$ cat src/core/pmx_consts.svh
// Address map, field positions, masks and reset values of the pad mux bank
`ifndef PMX_CONSTS_SVH
`define PMX_CONSTS_SVH

// Window base and word offsets inside it
`define PMX_BASE_ADDR        32'h4000_0000
`define PMX_BASE_MASK        32'hffff_ff00
`define PMX_OFF_FSEL_LO      8'h20
`define PMX_OFF_FSEL_HI      8'h24
`define PMX_OFF_ROUTE        8'h28
`define PMX_OFF_DRIVE        8'h2c
`define PMX_OFF_PULL_LO      8'h30
`define PMX_OFF_PULL_HI      8'h34
`define PMX_OFF_WAKE         8'h3c

// Writable bits of each word; everything else is reserved
`define PMX_WMASK_FULL       32'hffff_ffff
`define PMX_WMASK_ROUTE      32'hf800_00fb
`define PMX_WMASK_DRIVE      32'h7fff_ffff
`define PMX_WMASK_PULL_HI    32'h3fff_ffff

// Reset values
`define PMX_RST_FSEL         32'h0000_0000
`define PMX_RST_ROUTE        32'h0000_0080
`define PMX_RST_DRIVE        32'h0000_0000
`define PMX_RST_PULL_LO      32'haaaa_aaaa
`define PMX_RST_PULL_HI      32'h2aaa_aaaa
`define PMX_RST_WAKE         32'h0000_0000
`define PMX_RST_PAD_GPIO     31'h7fff_ff3f

// Field positions in the high select word
`define PMX_BIT_FLASH_REL    31
`define PMX_BIT_TEST_SWD     30
`define PMX_BIT_TEST_PINS    29
// Field positions in the route word
`define PMX_TEST_SRC_HI      31
`define PMX_TEST_SRC_LO      27
`define PMX_BIT_CLKB_SEL     7
`define PMX_BIT_CLKA_SEL     6
`define PMX_BIT_UART2_RT     5
`define PMX_BIT_I2C_RT       4
`define PMX_BIT_ADCT_RT      3
`define PMX_BIT_SPI1_RT      1
`define PMX_BIT_SPI2_RT      0

// Bus response codes
`define PMX_RESP_OKAY        2'b00
`define PMX_RESP_SLVERR      2'b10

`endif

$ cat src/core/pmx_pkg.sv
// Types shared by the pad mux bank
package pmx_pkg;

    // Register selected by a bus address
    typedef enum logic [2:0] {
        PMX_REG_NONE, PMX_REG_FSEL_LO, PMX_REG_FSEL_HI, PMX_REG_ROUTE,
        PMX_REG_DRIVE, PMX_REG_PULL_LO, PMX_REG_PULL_HI, PMX_REG_WAKE
    } pmx_reg_t;

    // Two-bit pad pull code
    typedef enum logic [1:0] {
        PMX_PULL_HIZ = 2'b00, PMX_PULL_DOWN = 2'b01, PMX_PULL_UP = 2'b10, PMX_PULL_RSVD = 2'b11
    } pmx_pull_t;

    // Whole state of the bank
    typedef struct packed {
        logic        aw_full;
        logic [31:0] aw_addr;
        logic        w_full;
        logic [31:0] w_data;
        logic [3:0]  w_strb;
        logic        awready;
        logic        wready;
        logic        bvalid;
        logic [1:0]  bresp;
        logic        arready;
        logic        rvalid;
        logic [31:0] rdata;
        logic [1:0]  rresp;
        logic [31:0] fsel_lo;
        logic [31:0] fsel_hi;
        logic [31:0] route;
        logic [31:0] drive;
        logic [31:0] pull_lo;
        logic [31:0] pull_hi;
        logic [31:0] wake;
        logic [15:0] gpio_s1;
        logic [15:0] gpio_s2;
        logic        wakeup_req;
        logic [30:0] pad_is_gpio;
    } pmx_state_t;

endpackage : pmx_pkg

$ cat src/core/pmx_top.sv
// Pad mux, pad electrical and GPIO wakeup configuration bank with AXI4-Lite slave
// Behaviour
// - Window at 0x40000000, select words 20h-28h
// - Selector bits split 31-0 and 60-32, reset zero
// - High word bit 31 releases flash pads
// - High word bit 30 enables debug-shared test
// - High word bit 29 enables 13 test pins
// - Route word bits 31-27 pick test source
// - Route bit 7 picks clock pin B source
// - Route bit 6 picks clock pin A source
// - Route bit 5 moves second UART inputs
// - Route bit 4 moves I2C clock and data
// - Route bit 3 picks converter trigger pad
// - Route bit 1 moves first SPI unit
// - Route bit 0 moves second SPI unit
// - Drive word one bit per pad, bit31 zero
// - Two-bit pull code per pad
// - Pull words reset to pull-up everywhere
// - Wake word low half enables GPIO wakeup
// - Wake word high half sets active level
// - Two-bit select code per pad (P3_4 one bit), 00 GPIO except pads 6 and 7 where 01 is GPIO
//
// Decided for this implementation: the AXI4-Lite register port.
`include "pmx_consts.svh"

module pmx_top
    import pmx_pkg::*;
(
    input  wire logic        core_clk,
    input  wire logic        nrst,
    input  wire logic        clk_en,
    input  wire logic [31:0] s_axi_awaddr,
    input  wire logic        s_axi_awvalid,
    output logic             s_axi_awready,
    input  wire logic [31:0] s_axi_wdata,
    input  wire logic [3:0]  s_axi_wstrb,
    input  wire logic        s_axi_wvalid,
    output logic             s_axi_wready,
    output logic [1:0]       s_axi_bresp,
    output logic             s_axi_bvalid,
    input  wire logic        s_axi_bready,
    input  wire logic [31:0] s_axi_araddr,
    input  wire logic        s_axi_arvalid,
    output logic             s_axi_arready,
    output logic [31:0]      s_axi_rdata,
    output logic [1:0]       s_axi_rresp,
    output logic             s_axi_rvalid,
    input  wire logic        s_axi_rready,
    input  wire logic [15:0] gpio_pin_in,
    output logic [60:0]      pad_function_select,
    output logic [30:0]      pad_is_gpio,
    output logic             flash_pads_released,
    output logic             test_swd_enable,
    output logic             test_pins_enable,
    output logic [4:0]       test_source,
    output logic             clock_output_pin_b_sel,
    output logic             clock_output_pin_a_sel,
    output logic             second_uart_route,
    output logic             i2c_route,
    output logic             converter_trigger_route,
    output logic             first_spi_route,
    output logic             second_spi_route,
    output logic [30:0]      pad_drive_strength,
    output logic [61:0]      pad_pull_select,
    output logic [15:0]      wakeup_enable,
    output logic [15:0]      wakeup_level_low,
    output logic             wakeup_req
);

    pmx_state_t st_r;
    pmx_state_t st_nxt;
    logic       wr_fire;
    logic       rd_fire;
    pmx_reg_t   wr_sel;
    pmx_reg_t   rd_sel;

    // Full address decode; anything outside the seven words is unmapped
    function automatic pmx_reg_t reg_decode(input logic [31:0] addr);
        pmx_reg_t r;
        r = PMX_REG_NONE;
        if ((addr & `PMX_BASE_MASK) == `PMX_BASE_ADDR) begin
            case (addr[7:0])
                `PMX_OFF_FSEL_LO: r = PMX_REG_FSEL_LO;
                `PMX_OFF_FSEL_HI: r = PMX_REG_FSEL_HI;
                `PMX_OFF_ROUTE:   r = PMX_REG_ROUTE;
                `PMX_OFF_DRIVE:   r = PMX_REG_DRIVE;
                `PMX_OFF_PULL_LO: r = PMX_REG_PULL_LO;
                `PMX_OFF_PULL_HI: r = PMX_REG_PULL_HI;
                `PMX_OFF_WAKE:    r = PMX_REG_WAKE;
                default:          r = PMX_REG_NONE;
            endcase
        end
        return r;
    endfunction : reg_decode

    // Byte-lane merge limited to writable bits
    function automatic logic [31:0] lane_merge(input logic [31:0] old,
                                               input logic [31:0] data,
                                               input logic [3:0]  strb,
                                               input logic [31:0] wmask);
        logic [31:0] m;
        m = {{8{strb[3]}}, {8{strb[2]}}, {8{strb[1]}}, {8{strb[0]}}} & wmask;
        return ((old & ~m) | (data & m)) & wmask;
    endfunction : lane_merge

    // Select code of one pad; P3_4 owns a single bit
    function automatic logic [1:0] pad_code(input logic [60:0] sel, input int pad);
        logic [1:0] c;
        c = 2'b00;
        if (pad < 28) begin
            c = sel[2*pad +: 2];
        end else if (pad == 28) begin
            c = {1'b0, sel[56]};
        end else if (pad == 29) begin
            c = sel[58:57];
        end else begin
            c = sel[60:59];
        end
        return c;
    endfunction : pad_code

    // Read value of a decoded register
    function automatic logic [31:0] reg_read(input pmx_state_t s, input pmx_reg_t r);
        logic [31:0] v;
        case (r)
            PMX_REG_FSEL_LO: v = s.fsel_lo;
            PMX_REG_FSEL_HI: v = s.fsel_hi;
            PMX_REG_ROUTE:   v = s.route & `PMX_WMASK_ROUTE;
            PMX_REG_DRIVE:   v = s.drive & `PMX_WMASK_DRIVE;
            PMX_REG_PULL_LO: v = s.pull_lo;
            PMX_REG_PULL_HI: v = s.pull_hi & `PMX_WMASK_PULL_HI;
            PMX_REG_WAKE:    v = s.wake;
            default:         v = 32'h0000_0000;
        endcase
        return v;
    endfunction : reg_read

    // Handshake qualifiers; a write commits only once address and data are both held
    assign wr_fire = clk_en & st_r.aw_full & st_r.w_full & ~st_r.bvalid;
    assign rd_fire = clk_en & st_r.arready & s_axi_arvalid;
    assign wr_sel  = reg_decode(st_r.aw_addr);
    assign rd_sel  = reg_decode(s_axi_araddr);

    // Next-state logic; clk_en low leaves every field as it is
    always_comb begin
        st_nxt = st_r;
        if (clk_en) begin
            // Address and data are taken in either order and held
            if (st_r.awready && s_axi_awvalid) begin
                st_nxt.aw_full = 1'b1;
                st_nxt.aw_addr = s_axi_awaddr;
            end
            if (st_r.wready && s_axi_wvalid) begin
                st_nxt.w_full = 1'b1;
                st_nxt.w_data = s_axi_wdata;
                st_nxt.w_strb = s_axi_wstrb;
            end
            if (st_r.bvalid && s_axi_bready) begin
                st_nxt.bvalid = 1'b0;
            end
            if (wr_fire) begin
                st_nxt.aw_full = 1'b0;
                st_nxt.w_full  = 1'b0;
                st_nxt.bvalid  = 1'b1;
                st_nxt.bresp   = (wr_sel == PMX_REG_NONE) ? `PMX_RESP_SLVERR : `PMX_RESP_OKAY;
                case (wr_sel)
                    PMX_REG_FSEL_LO: st_nxt.fsel_lo = lane_merge(st_r.fsel_lo, st_r.w_data,
                                         st_r.w_strb, `PMX_WMASK_FULL);
                    PMX_REG_FSEL_HI: st_nxt.fsel_hi = lane_merge(st_r.fsel_hi, st_r.w_data,
                                         st_r.w_strb, `PMX_WMASK_FULL);
                    PMX_REG_ROUTE:   st_nxt.route = lane_merge(st_r.route, st_r.w_data,
                                         st_r.w_strb, `PMX_WMASK_ROUTE);
                    PMX_REG_DRIVE:   st_nxt.drive = lane_merge(st_r.drive, st_r.w_data,
                                         st_r.w_strb, `PMX_WMASK_DRIVE);
                    PMX_REG_PULL_LO: st_nxt.pull_lo = lane_merge(st_r.pull_lo, st_r.w_data,
                                         st_r.w_strb, `PMX_WMASK_FULL);
                    PMX_REG_PULL_HI: st_nxt.pull_hi = lane_merge(st_r.pull_hi, st_r.w_data,
                                         st_r.w_strb, `PMX_WMASK_PULL_HI);
                    PMX_REG_WAKE:    st_nxt.wake = lane_merge(st_r.wake, st_r.w_data,
                                         st_r.w_strb, `PMX_WMASK_FULL);
                    default: ;
                endcase
            end
            // Ready stays low while a word is parked or a response waits
            st_nxt.awready = ~st_nxt.aw_full & ~st_nxt.bvalid;
            st_nxt.wready  = ~st_nxt.w_full & ~st_nxt.bvalid;
            // Read path: one outstanding read, data captured at the address edge
            if (st_r.rvalid && s_axi_rready) begin
                st_nxt.rvalid  = 1'b0;
                st_nxt.arready = 1'b1;
            end
            if (rd_fire) begin
                st_nxt.rvalid  = 1'b1;
                st_nxt.arready = 1'b0;
                st_nxt.rdata   = reg_read(st_r, rd_sel);
                st_nxt.rresp   = (rd_sel == PMX_REG_NONE) ? `PMX_RESP_SLVERR : `PMX_RESP_OKAY;
            end
            // Pins come from outside: two flops before the wakeup compare
            st_nxt.gpio_s1 = gpio_pin_in;
            st_nxt.gpio_s2 = st_r.gpio_s1;
            // Level-sensitive wakeup, polarity 0 means active high
            st_nxt.wakeup_req = |(st_r.wake[15:0] & (st_r.gpio_s2 ^ st_r.wake[31:16]));
            // GPIO is code 00, except the two debug pads where it is code 01
            for (int p = 0; p < 31; p++) begin
                st_nxt.pad_is_gpio[p] = (pad_code({st_r.fsel_hi[28:0], st_r.fsel_lo}, p) ==
                                         ((p == 6 || p == 7) ? 2'b01 : 2'b00));
            end
        end
    end

    // Single state register; synchronous reset beats the clock enable
    always_ff @(posedge core_clk) begin
        if (!nrst) begin
            st_r             <= '0;
            st_r.awready     <= 1'b1;
            st_r.wready      <= 1'b1;
            st_r.arready     <= 1'b1;
            st_r.fsel_lo     <= `PMX_RST_FSEL;
            st_r.fsel_hi     <= `PMX_RST_FSEL;
            st_r.route       <= `PMX_RST_ROUTE;
            st_r.drive       <= `PMX_RST_DRIVE;
            st_r.pull_lo     <= `PMX_RST_PULL_LO;
            st_r.pull_hi     <= `PMX_RST_PULL_HI;
            st_r.wake        <= `PMX_RST_WAKE;
            st_r.pad_is_gpio <= `PMX_RST_PAD_GPIO;
        end else begin
            st_r <= st_nxt;
        end
    end

    // Bus outputs straight from the state register
    assign s_axi_awready = st_r.awready;
    assign s_axi_wready  = st_r.wready;
    assign s_axi_bvalid  = st_r.bvalid;
    assign s_axi_bresp   = st_r.bresp;
    assign s_axi_arready = st_r.arready;
    assign s_axi_rvalid  = st_r.rvalid;
    assign s_axi_rdata   = st_r.rdata;
    assign s_axi_rresp   = st_r.rresp;

    // Pad function and test controls
    assign pad_function_select = {st_r.fsel_hi[28:0], st_r.fsel_lo};
    assign pad_is_gpio         = st_r.pad_is_gpio;
    assign flash_pads_released = st_r.fsel_hi[`PMX_BIT_FLASH_REL];
    assign test_swd_enable     = st_r.fsel_hi[`PMX_BIT_TEST_SWD];
    assign test_pins_enable    = st_r.fsel_hi[`PMX_BIT_TEST_PINS];
    assign test_source         = st_r.route[`PMX_TEST_SRC_HI:`PMX_TEST_SRC_LO];

    // Clock source selects only; the clock mux itself sits in the clock tree
    assign clock_output_pin_b_sel = st_r.route[`PMX_BIT_CLKB_SEL];
    assign clock_output_pin_a_sel = st_r.route[`PMX_BIT_CLKA_SEL];

    // Peripheral placement switches read by the pad crossbar
    assign second_uart_route       = st_r.route[`PMX_BIT_UART2_RT];
    assign i2c_route               = st_r.route[`PMX_BIT_I2C_RT];
    assign converter_trigger_route = st_r.route[`PMX_BIT_ADCT_RT];
    assign first_spi_route         = st_r.route[`PMX_BIT_SPI1_RT];
    assign second_spi_route        = st_r.route[`PMX_BIT_SPI2_RT];

    // Electrical pad controls and wakeup fields
    assign pad_drive_strength = st_r.drive[30:0];
    assign pad_pull_select    = {st_r.pull_hi[29:0], st_r.pull_lo};
    assign wakeup_enable      = st_r.wake[15:0];
    assign wakeup_level_low   = st_r.wake[31:16];
    assign wakeup_req         = st_r.wakeup_req;
endmodule : pmx_top

$ cat config.mk
export PLATFORM = sky130hd
export DESIGN_NAME = pmx_top
export DESIGN_NICKNAME = d
export VERILOG_FILES = /design/src/core/pmx_pkg.sv /design/src/core/pmx_top.sv
export VERILOG_INCLUDE_DIRS = /design/src /design/src/core
export SDC_FILE = /design/constraint.sdc
export NUM_CORES = 1
export LEC_CHECK = 0
export BUFFER_PORTS_ARGS = -buffer_cell sky130_fd_sc_hd__buf_2
export CAP_MARGIN = 10
export CORE_ASPECT_RATIO = 2
export CORE_UTILIZATION = 55
export CTS_BUF_LIST = sky130_fd_sc_hd__clkbuf_4 sky130_fd_sc_hd__clkbuf_8 sky130_fd_sc_hd__clkbuf_16
export CTS_CLUSTER_SIZE = 28
export DETAILED_ROUTE_END_ITERATION = 10
export PLACE_DENSITY = 0.81
export REMOVE_ABC_BUFFERS = 1
export SYNTH_ARGS = -nofsm -noshare
export SYNTH_HDL_FRONTEND = slang
export SYNTH_SLANG_ARGS = --single-unit
$ cat constraint.sdc
create_clock -name core_clk -period 1.99 [get_ports core_clk]
set_input_delay 0.199 -clock core_clk [delete_from_list [all_inputs] [get_ports core_clk]]
set_output_delay 0.199 -clock core_clk [all_outputs]
set_load 0.02 [all_outputs]
---- After elaboration in Yosys (flattened, before gate mapping) ----
Index checks and enable logic that the tools add are counted.
storage, ports and cells
  register bits after elaboration ......... 376
  input port bits ......................... 124
  output and inout port bits .............. 274
operators by class
  eq/ne operators ......................... 33
  bitwise operators ....................... 35
  reductions and logical operators ........ 49
  mux-type cells .......................... 49
operators with widths
  operator              count
  $and 32x32->32        7
  $pmux 32 s7           1
  $or 32x32->32         5
  $eq 8x6->1 const B    14
  $mux 2                34
  $not 32->32           2
  $and 31x31->31        2
  $and 30x30->30        2
  $logic_not 2->1       29
  $eq 24x23->1 const B  2
  $pmux 3 s7            2
  $mux 37               1
  $mux 36               1
  $mux 33               1
  $not 31->31           1
  $or 31x31->31         1
  $not 30->30           1
  $or 30x30->30         1
  $eq 3x3->1 const B    8
  $reduce_and 3->1      7
  $and 16x16->16        1
  $reduce_or 16->1      1
  $xor 16x16->16        1
  $eq 3x2->1 const B    4
  11 further kinds      37

---- Logic depth before layout (Yosys ltp) ----
Gate-level depths: netlist of the first run.
  word-level depth ........................ 9
  depth in mapped cells ................... 8
  depth with buffers taken out ............ 5

---- Worst setup path before layout of the first run ----
OpenSTA, ideal clock, no wires.
  kind .................................... register -> register
  start point ............................. register st_r[380] in the netlist's numbering
  end point ............................... register st_r (netlist bit pad_function_select[0])
  cell stages (with the launch flop) ...... 8
  arrival ................................. 1,745 ps
  required time ........................... 1,918 ps
  path buffers ............................ 2
  setup slack ............................. 173 ps
  path through ............................ dfxtp_1 > nor4_4 > nand4_4 > nor3_2 > buf_4 > and2_1 > buf_6 > mux2i_1
between the ends
  word-level cells in the longest chain between the ends .. 4
ends and longest elaborated chain
  element                     RTL line        RTL
  start: declaration          pmx_top.sv:70   pmx_state_t st_r;
  start signal: assignment    pmx_top.sv:227  st_r <= st_nxt;
  $eq 24x23->1 (no line)      n/a
  $mux 3                      pmx_top.sv:81   if ((addr & `PMX_BASE_MASK) == `PMX_BASE_ADDR) begin
  $eq 3x1->1                  pmx_top.sv:166  case (wr_sel)
  $reduce_and 3->1 (no line)  n/a
Every way passes these cells.
A chain may end at the register's enable or synchronous reset.

---- Final worst setup path of the first run ----
  start point ............................. register st_r[387] in the netlist's numbering
  end point ............................... register st_r (netlist bit pad_function_select[24])
The elaborated chain is that of the path after synthesis.

==> results.py, run 1 <==
metrics = {
    "run_status": {
        "status": "finished, violations left",
        "violations": "setup timing",
    },
    "placed_design": {
        "finalWeightedCongestion": 0.893,
        "dp_hpwl_um": 38700,
        "dp.cells": 2501,
        "port_buffers": 395,
    },
    "worst_setup_path": {
        "crit_arrival_ps": 2430,
        "critPathMaxStageDelay_ps": 340,
        "crit_path_max_fanout": 8,
        "required_ps": 2430,
        "critPathTopFamily": "simple AND/OR/NAND/NOR gates",
        "setup.worst_path.end_class": "register",
        "crit_buf_inv": 2,
        "worstSetupPathType": "register to register",
        "cp-start-kind": "register",
        "path_cells": "nor4_4 -> nand4_4 -> nor3_4 -> buf_6 -> and2_1 -> buf_12 -> mux2i_2",
        "cp.depth": 7,
        "crit_path_top_delay_cell": "nor4_4",
        "reg2regPathDepth": 7,
    },
    "floorplanning": {
        "ios": 398,
        "die_y_um": 258,
        "dieArea_um2": 33500,
        "core.rowCount": 93,
        "core_um2": 32200,
        "initial_core_util_pct": 55.9,
        "die_w_um": 130,
    },
    "sta": {
        "clock_skew_ps": 9.16,
        "min_period_ps": 1990,
        "setup_viol": 1,
        "tightest_slew_ps": 801,
        "period_share_pct": 100,
        "report.final.slew_viol_count": 0,
        "fmax_mhz": 502,
        "finalWorstSetupSlack_ps": -2.73,
        "relSlewSlack_pct": 46.5,
        "rsz0062_at_grt": "yes",
        "tns_ps": -2.73,
        "hold_viol_final": 0,
    },
    "layout": {
        "drive_above_1_share_pct": 29.2,
        "layout.nets": 2318,
        "fin_cells": 2647,
        "syn_to_final_growth_pct": 17.5,
    },
    "pwr": {
        "pwr-share-seq_pct": 48.8,
        "power_frac_clock_pct": 43.3,
        "p_comb_share_pct": 7.9,
        "cell_internal_pwr_mw": 12.1,
        "power_switching_share_pct": 23.3,
        "peakVddDrop_uv": 728,
        "p_sw_mw": 3.66,
        "leakage_nw": 8.74,
        "power.density_nw_per_um2": 745,
    },
    "synth": {
        "synthTopCellsByCount": "nand2_1 (391), dfxtp_1 (374), buf_4 (267)",
        "synth.area.mux_share_pct": 15.3,
        "netlist_area_um2": 18000,
        "synth.ff_latch_count": 374,
        "synth_most_common_cell": "nand2_1",
        "synth_xor_area_share_pct": 0.778,
        "synthCells": 1981,
        "synthAdderAreaFrac_pct": 0,
        "synth_top_family_by_area": "simple AND/OR/NAND/NOR gates",
        "synthDistinctLibCells": 50,
        "synth_edf_count": 0,
        "synthArstFlopShare_pct": 0,
        "synth-simple-area-share_pct": 16.3,
        "syn_avg_cell_area_um2": 9.09,
        "ys_warn_count": 0,
        "synth_area_leaders": "dfxtp_1 (42%), mux2i_1 (12%), buf_4 (11%)",
        "synth-main-ff-cell": "dfxtp_1",
        "netlist.area_leader.share_pct": 41.6,
        "seq_area_frac_synth_pct": 41.6,
        "synth_top_area_cell": "dfxtp_1",
        "synth_compound_area_share_pct": 11.7,
    },
    "min_path": {
        "hold_class": "input port to register",
        "holdPathStages": 3,
    },
    "detailed_routing": {
        "post-route-drc-count": 0,
        "dr_total_vias": 15200,
        "ant_nets": 0,
        "first_pass_iters": 5,
        "wl_per_cell_um": 21.1,
        "vias_per_cell": 5.74,
        "wirelength_um": 55800,
        "drt-initial-drc-count": 1202,
    },
    "cts": {
        "clk_pin_slew_ps": 70,
        "cts.path.max_buffers": 3,
        "insertion_delay_ps": 520,
        "cts_tree": "done",
        "cts_buffers": 34,
        "cts_root_buffer": "clkbuf_16",
        "htree_levels": 2,
        "clock_sinks": 374,
    },
    "global_route": {
        "grt_pass1_vias": 15400,
        "grt_pass1_wl_um": 84400,
        "antenna_found_initial": 0,
        "grt-ovfl-total": 0,
        "grt_max_degree": 90,
        "grt_usage_pct": 33.0,
    },
    "job": {
        "cap_violations": 0,
    },
}
-- cell usage in the layout (no fill, tap or decap), drive strengths merged, types with 12 or more instances in the layout --
cell           n
buf          490
nor2          32
o21ai         76
xor2          16
dlygate4sd3   83
nor2b         78
dfxtp        374
mux2          46
a221oi        40
clkbuf        52
a21oi         70
nand2        392
nand2b        34
nor4          12
mux2i        207
a22oi         38
and2          16
a21boi        72
-- worst register-to-register path, delay by kind of cell (launching register included) --
kind | cells | cell delay (ps)
buf+inv | 2 | 300
simple gates | 4 | 1070
flops | 1 | 330
mux | 1 | 220
-- layout make-up --
| type | count | area [um^2] |
|---|---|---|
| Inverter | 5 | 18.8 |
| Tap cell | 427 | 534 |
| Antenna cell | 1 | 2.50 |
| Timing Repair Buffer | 573 | 3890 |
| Clock inverter | 9 | 70.1 |
| Multi-Input combinational cell | 1206 | 8060 |
| Fill cell | 2468 | 11100 |
| Clock buffer | 52 | 1100 |
| Sequential cell | 374 | 7490 |
-- stage by stage --
stage / util [%] / cell area, um^2 / setup slack (ps) / hold WS, ps / total power, mW
finish: 65.6 / 21200 / -2.73 / 21.7 / 15.8
floorplan: - / 15400 / -890 / 261 / 8.27
detailed placement: 59.1 / 19100 / -121 / 455 / 8.90
global placement: 59.1 / 19100 / -108 / 449 / 8.88
CTS: 65.4 / 21100 / -25.5 / 2.81 / 15.8
global route: 65.6 / 21200 / -105 / 28.4 / 16.2
-- layer usage --
layer  vias up  GRT usage, %  routed length, um
li1       6910             -                  -
met3       236          5.76               3530
met5         -             0                  0
met2       773          58.3              28900
met4         0          25.2               3810
met1      7271          34.0              19600
-- repair_timing --
action | CTS | global route
resized for setup | 5 | 33
endpoints found under the hold margin | 83 | 0
setup buffers | 0 | 5
hold buffers | 83 | 0
endpoints found under the setup margin | 124 | 164
pin swaps | 3 | 14
-- state kept, by name (all words and copies together), names as in the netlist, 5 cells and up --
register	count
st_r	102
pad_pull_select	62
pad_function_select	61
s_axi_rdata	32
pad_drive_strength	31
pad_is_gpio	31
wakeup_enable	16
wakeup_level_low	16
test_source	5
-- path summary, 6_finish.rpt --
kind              slack (ps)                 endpoint       from
setup / recovery          -3  pad_function_select[24]  st_r[387]
hold / removal            20   pad_drive_strength[25]       nrst
setup reg to reg          -3  pad_function_select[24]  st_r[387]
hold reg to reg          460                st_r[333]  st_r[333]
-- cells by family after synthesis --
group | after synthesis
compound gates | 317
flops | 374
mux | 260
other cells | 1
xor+xnor | 16
buf+inv | 402
simple gates | 611
-- power groups by stage --
stage | combinational (mW) | sequential (mW) | clock [mW]
floorplan | 0.436 | 7.83 | 0
global placement | 1.04 | 7.84 | 0
detailed placement | 1.06 | 7.84 | 0
CTS | 1.20 | 7.67 | 6.90
global route | 1.33 | 7.68 | 7.18
finish | 1.25 | 7.68 | 6.83
No activity file was read; power rests on OpenSTA's default activity.
==> inputs of run 2 (changes only) <==
--- a/config.mk
+++ b/config.mk
@@ -13,6 +13,7 @@
 export CTS_BUF_LIST = sky130_fd_sc_hd__clkbuf_4 sky130_fd_sc_hd__clkbuf_8 sky130_fd_sc_hd__clkbuf_16
 export CTS_CLUSTER_SIZE = 28
 export DETAILED_ROUTE_END_ITERATION = 10
+export HOLD_SLACK_MARGIN = 0.1
 export PLACE_DENSITY = 0.81
 export REMOVE_ABC_BUFFERS = 1
 export SYNTH_ARGS = -nofsm -noshare
==> results.py, run 2 (synthesis results as in run 1) <==
metrics = {
    "run_status": {
        "status": "finished, violations left",
        "violations": "setup timing",
    },
    "sta": {
        "finalWorstSetupSlack_ps": -11.7,
        "report.final.slew_viol_count": 0,
        "min_period_ps": 2000,
        "setup_viol": 1,
        "clock_skew_ps": 9.98,
        "tightest_slew_ps": 793,
        "hold_viol_final": 0,
        "worst_hold_slack_ps": 164,
        "relSlewSlack_pct": 47.0,
        "period_share_pct": 101,
        "rsz0062_at_grt": "yes",
        "fmax_mhz": 500,
    },
    "global_route": {
        "grt_use_met3_pct": 5.95,
        "grt_pass1_vias": 15500,
        "grtUsageMet2_pct": 58.4,
        "antenna_found_initial": 0,
        "grt_max_degree": 90,
        "top_usage_layer": "met2",
        "grt_usage_pct": 33.1,
        "grt-ovfl-total": 0,
        "use_met1_pct": 34.0,
        "grt_pass1_wl_um": 84600,
    },
    "floorplanning": {
        "ios": 398,
        "dieArea_um2": 33500,
        "core.rowCount": 93,
        "core_um2": 32200,
        "initial_core_util_pct": 55.9,
        "die_y_um": 258,
        "die_w_um": 130,
    },
    "min_path": {
        "holdPathStages": 3,
        "min_from": "s_axi_arvalid",
        "hold_class": "input port to register",
    },
    "pwr": {
        "power.density_nw_per_um2": 744,
        "peakVddDrop_uv": 730,
        "leakage_nw": 8.76,
    },
    "layout": {
        "regMostFlops": "st_r",
        "syn_to_final_growth_pct": 17.7,
        "fillers": 2468,
        "diodes": 0,
        "final_common_cell": "buf_2",
        "largest_reg_flops": 102,
        "drive_above_1_share_pct": 29.1,
        "layout_common_cells": "buf_2 (392), nand2_1 (391), dfxtp_1 (373)",
        "fin_cells": 2651,
        "layout.nets": 2323,
    },
    "worst_setup_path": {
        "r2r_start": "st_r[380]",
        "regToRegSetupSlack_ps": -10,
        "required_ps": 2430,
        "startpoint": "st_r[380]",
        "cp-start-kind": "register",
        "setup.worst_path.end_class": "register",
        "critPathCapture": "pad_function_select[24]",
        "crit_path_max_fanout": 8,
        "rr_endpoint": "pad_function_select[24]",
        "crit_arrival_ps": 2440,
        "worstSetupPathType": "register to register",
        "reg2regPathDepth": 7,
    },
    "detailed_routing": {
        "vias_per_cell": 5.73,
        "drt-initial-drc-count": 1133,
        "wirelength_um": 56100,
        "dr_total_vias": 15200,
        "first_pass_iters": 6,
        "wl_per_cell_um": 21.2,
        "post-route-drc-count": 0,
        "ant_nets": 0,
    },
    "cts": {
        "cts_tree": "done",
        "cts_buffers": 34,
        "cts_root_buffer": "clkbuf_16",
        "htree_levels": 2,
        "clk_pin_slew_ps": 70,
        "clock_sinks": 374,
        "insertion_delay_ps": 520,
        "cts.path.max_buffers": 3,
    },
    "placed_design": {
        "port_buffers": 395,
        "dp.cells": 2501,
        "dp_hpwl_um": 38700,
        "finalWeightedCongestion": 0.893,
    },
    "job": {
        "cap_violations": 0,
    },
}
run 2: layer usage:
metal | part of all wire [%] | up-vias
li1 | - | 6919
met1 | 35 | 7253
met2 | 52 | 761
met3 | 6.4 | 253
met4 | 7.2 | 0
met5 | 0 | -
run 2: per-stage QoR:
stage                     TNS (ps)  cell area [um^2]  setup slack (ps)  util [%]  power [mW]
after floorplan             -51350             15400              -890         -        8.27
after global placement       -2680             19100              -108      59.1        8.88
after detailed placement     -3410             19100              -121      59.1        8.90
after CTS                    -97.4             21100             -25.5      65.6        15.8
after global routing         -2530             21200              -105      65.8        16.2
final                        -11.7             21200             -11.7      65.8        15.8
run 2: how the worst min path moves through the flow:
stage          slack (ps)              to
5_1_grt               170   s_axi_arready
3_3_place_gp          450       st_r[376]
2_1_floorplan         260  pad_is_gpio[0]
4_1_cts               150    s_axi_bvalid
3_5_place_dp          450       st_r[396]
6_report              160   s_axi_arready
run 2: worst max-delay path: stages, from the launching register on:
cell and delay, ps:
dfxtp_1 350, nor4_4 320, nand4_4 280, nor3_4 280
buf_6 150, and2_1 170, buf_12 150, mux2i_2 210
run 2: repair_timing:
item,in CTS,in global routing
buffers inserted,0,5
gates resized for setup,5,33
hold endpoints to repair,101,0
endpoints found under the setup margin,124,163
pin swaps,3,14
hold buffers,88,0
run 2: where the power goes:
part	internal [mW]	switching [mW]
logic	0.545	0.710
clock network	3.96	2.87
registers	7.59	0.0910
total	12.1	3.67
run 2: area by class of cell:
| type | count | area (um^2) | share of cell area, % |
|---|---|---|---|
| Multi-Input combinational cell | 1206 | 8060 | 38.0 |
| Tap cell | 427 | 534 | 2.52 |
| Inverter | 5 | 18.8 | 0.0885 |
| Timing Repair Buffer | 578 | 3940 | 18.6 |
| Clock inverter | 9 | 70.1 | 0.330 |
| Clock buffer | 52 | 1100 | 5.19 |
| Sequential cell | 374 | 7490 | 35.3 |
==> inputs of run 3 (changes only) <==
--- a/config.mk
+++ b/config.mk
@@ -9,12 +9,12 @@
 export BUFFER_PORTS_ARGS = -buffer_cell sky130_fd_sc_hd__buf_2
 export CAP_MARGIN = 10
 export CORE_ASPECT_RATIO = 2
-export CORE_UTILIZATION = 55
-export CTS_BUF_LIST = sky130_fd_sc_hd__clkbuf_4 sky130_fd_sc_hd__clkbuf_8 sky130_fd_sc_hd__clkbuf_16
+export CORE_UTILIZATION = 57
+export CTS_BUF_LIST = sky130_fd_sc_hd__clkbuf_2 sky130_fd_sc_hd__clkbuf_4 sky130_fd_sc_hd__clkbuf_8
 export CTS_CLUSTER_SIZE = 28
 export DETAILED_ROUTE_END_ITERATION = 10
 export HOLD_SLACK_MARGIN = 0.1
-export PLACE_DENSITY = 0.81
+export PLACE_DENSITY = 0.83
 export REMOVE_ABC_BUFFERS = 1
 export SYNTH_ARGS = -nofsm -noshare
 export SYNTH_HDL_FRONTEND = slang
==> constraint.sdc (replaced) <==
create_clock -name core_clk -period 1.99 [get_ports core_clk]
set_input_delay 0.398 -clock core_clk [delete_from_list [all_inputs] [get_ports core_clk]]
set_output_delay 0.398 -clock core_clk [all_outputs]
set_load 0.02 [all_outputs]
==> results.py, run 3 (synthesis results as in run 1) <==
metrics = {
    "placed_design": {
        "dp.cells": 2503,
        "finalWeightedCongestion": 0.913,
        "port_buffers": 395,
        "dp_hpwl_um": 39500,
    },
    "worst_setup_path": {
        "crit_path_top_delay_cell": "nor4b_4",
        "cp-start-kind": "register",
        "path_cells": "nor4b_4 -> nand2_2 -> buf_4 -> nor3_4 -> and4b_1 -> buf_12 -> mux2i_2",
        "rr_endpoint": "pad_drive_strength[9]",
        "regToRegSetupSlack_ps": -40,
        "worstSetupPathType": "register to register",
        "critPathMaxStageDelay_ps": 360,
        "required_ps": 2510,
        "crit_path_max_fanout": 8,
        "critPathTopFamily": "simple AND/OR/NAND/NOR gates",
        "reg2regPathDepth": 7,
        "crit_buf_inv": 2,
        "r2r_start": "st_r[397]",
        "setup.worst_path.end_class": "register",
        "crit_arrival_ps": 2550,
    },
    "pwr": {
        "power.density_nw_per_um2": 730,
        "power_switching_share_pct": 24.5,
        "leakage_nw": 8.89,
        "p_comb_share_pct": 8.2,
        "peakVddDrop_uv": 627,
        "power.total_mw": 15.7,
        "pwr-share-seq_pct": 49.0,
        "power_frac_clock_pct": 42.7,
        "cell_internal_pwr_mw": 11.8,
        "p_sw_mw": 3.84,
    },
    "sta": {
        "finalWorstSetupSlack_ps": -39.2,
        "fmax_mhz": 493,
        "report.final.slew_viol_count": 0,
        "setup_viol": 8,
        "relSlewSlack_pct": 52.6,
        "tightest_slew_ps": 709,
        "hold_viol_final": 0,
        "min_period_ps": 2030,
        "period_share_pct": 102,
        "clock_skew_ps": 20.6,
        "rsz0062_at_grt": "yes",
    },
    "run_status": {
        "violations": "setup timing",
        "status": "finished, violations left",
    },
    "layout": {
        "layout_common_cells": "buf_2 (392), nand2_1 (391), dfxtp_1 (372)",
        "largest_reg_flops": 102,
        "regMostFlops": "st_r",
        "layout.nets": 2354,
        "fin_cells": 2691,
        "syn_to_final_growth_pct": 19.1,
        "final_common_cell": "buf_2",
        "fillers": 2278,
        "drive_above_1_share_pct": 31.1,
    },
    "global_route": {
        "grt_pass1_wl_um": 87000,
        "antenna_found_initial": 1,
        "grt_usage_pct": 35.1,
        "grt-ovfl-total": 0,
        "grt_max_degree": 94,
        "grt_pass1_vias": 15900,
    },
    "detailed_routing": {
        "post-route-drc-count": 0,
        "dr_total_vias": 15600,
        "vias_per_cell": 5.78,
        "first_pass_iters": 6,
        "wirelength_um": 58200,
        "wl_per_cell_um": 21.6,
        "drt-initial-drc-count": 1218,
        "ant_nets": 0,
    },
    "cts": {
        "cts_tree": "done",
        "clock_sinks": 374,
        "insertion_delay_ps": 610,
        "cts.path.max_buffers": 3,
        "cts_root_buffer": "clkbuf_8",
        "clk_pin_slew_ps": 70,
        "cts_buffers": 53,
        "htree_levels": 2,
    },
    "floorplanning": {
        "core_um2": 31000,
        "die_y_um": 253,
        "initial_core_util_pct": 58.2,
        "die_w_um": 128,
        "core.rowCount": 91,
        "ios": 398,
        "dieArea_um2": 32400,
    },
    "min_path": {
        "hold_class": "input port to register",
        "min_from": "s_axi_rready",
        "worstHoldEndpoint": "s_axi_rvalid",
        "holdPathStages": 4,
    },
    "job": {
        "cap_violations": 0,
    },
}
-- run 3: cell types whose count changed in the layout (fill, tap and decap cells not counted), sizes merged --
cell         delta
clkinv          +4
clkinvlp        +2
clkbuf         +29
buf            +18
bufinv          +1
diode           +1
dlygate4sd3     -6
-- run 3: how the worst max path moves through the flow --
stage | slack, ps | from | cells past startpoint | end
global route | -100 | st_r[391] | 7 | pad_drive_strength[9]
finish | -40 | st_r[397] | 7 | pad_drive_strength[9]
detailed placement | -410 | s_axi_araddr[16] | 8 | s_axi_rdata[7]
CTS | -30 | st_r[379] | 7 | pad_function_select[42]
global placement | -340 | s_axi_araddr[16] | 8 | s_axi_rdata[1]
floorplan | -890 | s_axi_arready | 4 | s_axi_rdata[31]
-- run 3: tightest hold or removal path: stages --
cell and delay (ps):
buf_2 90, nand2_1 50, nand2_1 60, a21boi_0 80
-- run 3: routing by layer --
layer	up-vias	share of wire (%)	GRT usage [%]
li1	6992	-	-
met1	7437	35	36.4
met2	833	51	61.9
met3	288	6.6	6.30
met4	0	7.9	27.6
met5	-	0	0
-- run 3: final cells by class --
type	count	area (um^2)	area share [%]
antenna	1	2.50	0.0117
inverter	5	18.8	0.0875
timing repair buffer	590	4160	19.4
clock inverter	16	139	0.647
tap	418	523	2.44
sequential	374	7490	34.9
multi-input combinational	1206	8070	37.6
clock buffer	81	1060	4.93
-- run 3: power groups by stage --
stage                     Combinational (mW)  Sequential, mW  Clock, mW
final                                   1.29            7.68       6.69
after global routing                    1.37            7.69       7.05
after CTS                               1.22            7.67       6.73
after detailed placement                1.08            7.84          0
after global placement                  1.05            7.83          0
after floorplan                        0.436            7.83          0
-- run 3: repair_timing --
item                       4_1_cts  5_1_grt
hold buffers                    82        0
setup endpoints to repair       52      201
gates resized for setup         12       29
setup buffers                    2        7
pin swaps                        3       12
hold endpoints to repair        82        0
-- run 3: per-stage QoR --
stage               hold WS (ps)  worst slack (ps)  utilization [%]  cell area [um^2]  setup TNS (ps)
floorplan                    439              -890                -             15400          -52270
global placement             441              -342             62.1             19200           -8900
detailed placement           443              -411             62.1             19200          -11760
CTS                          103             -33.3             68.8             21300            -352
global route                 115             -95.4             69.3             21500           -3840
finish                       129             -39.2             69.3             21500            -149
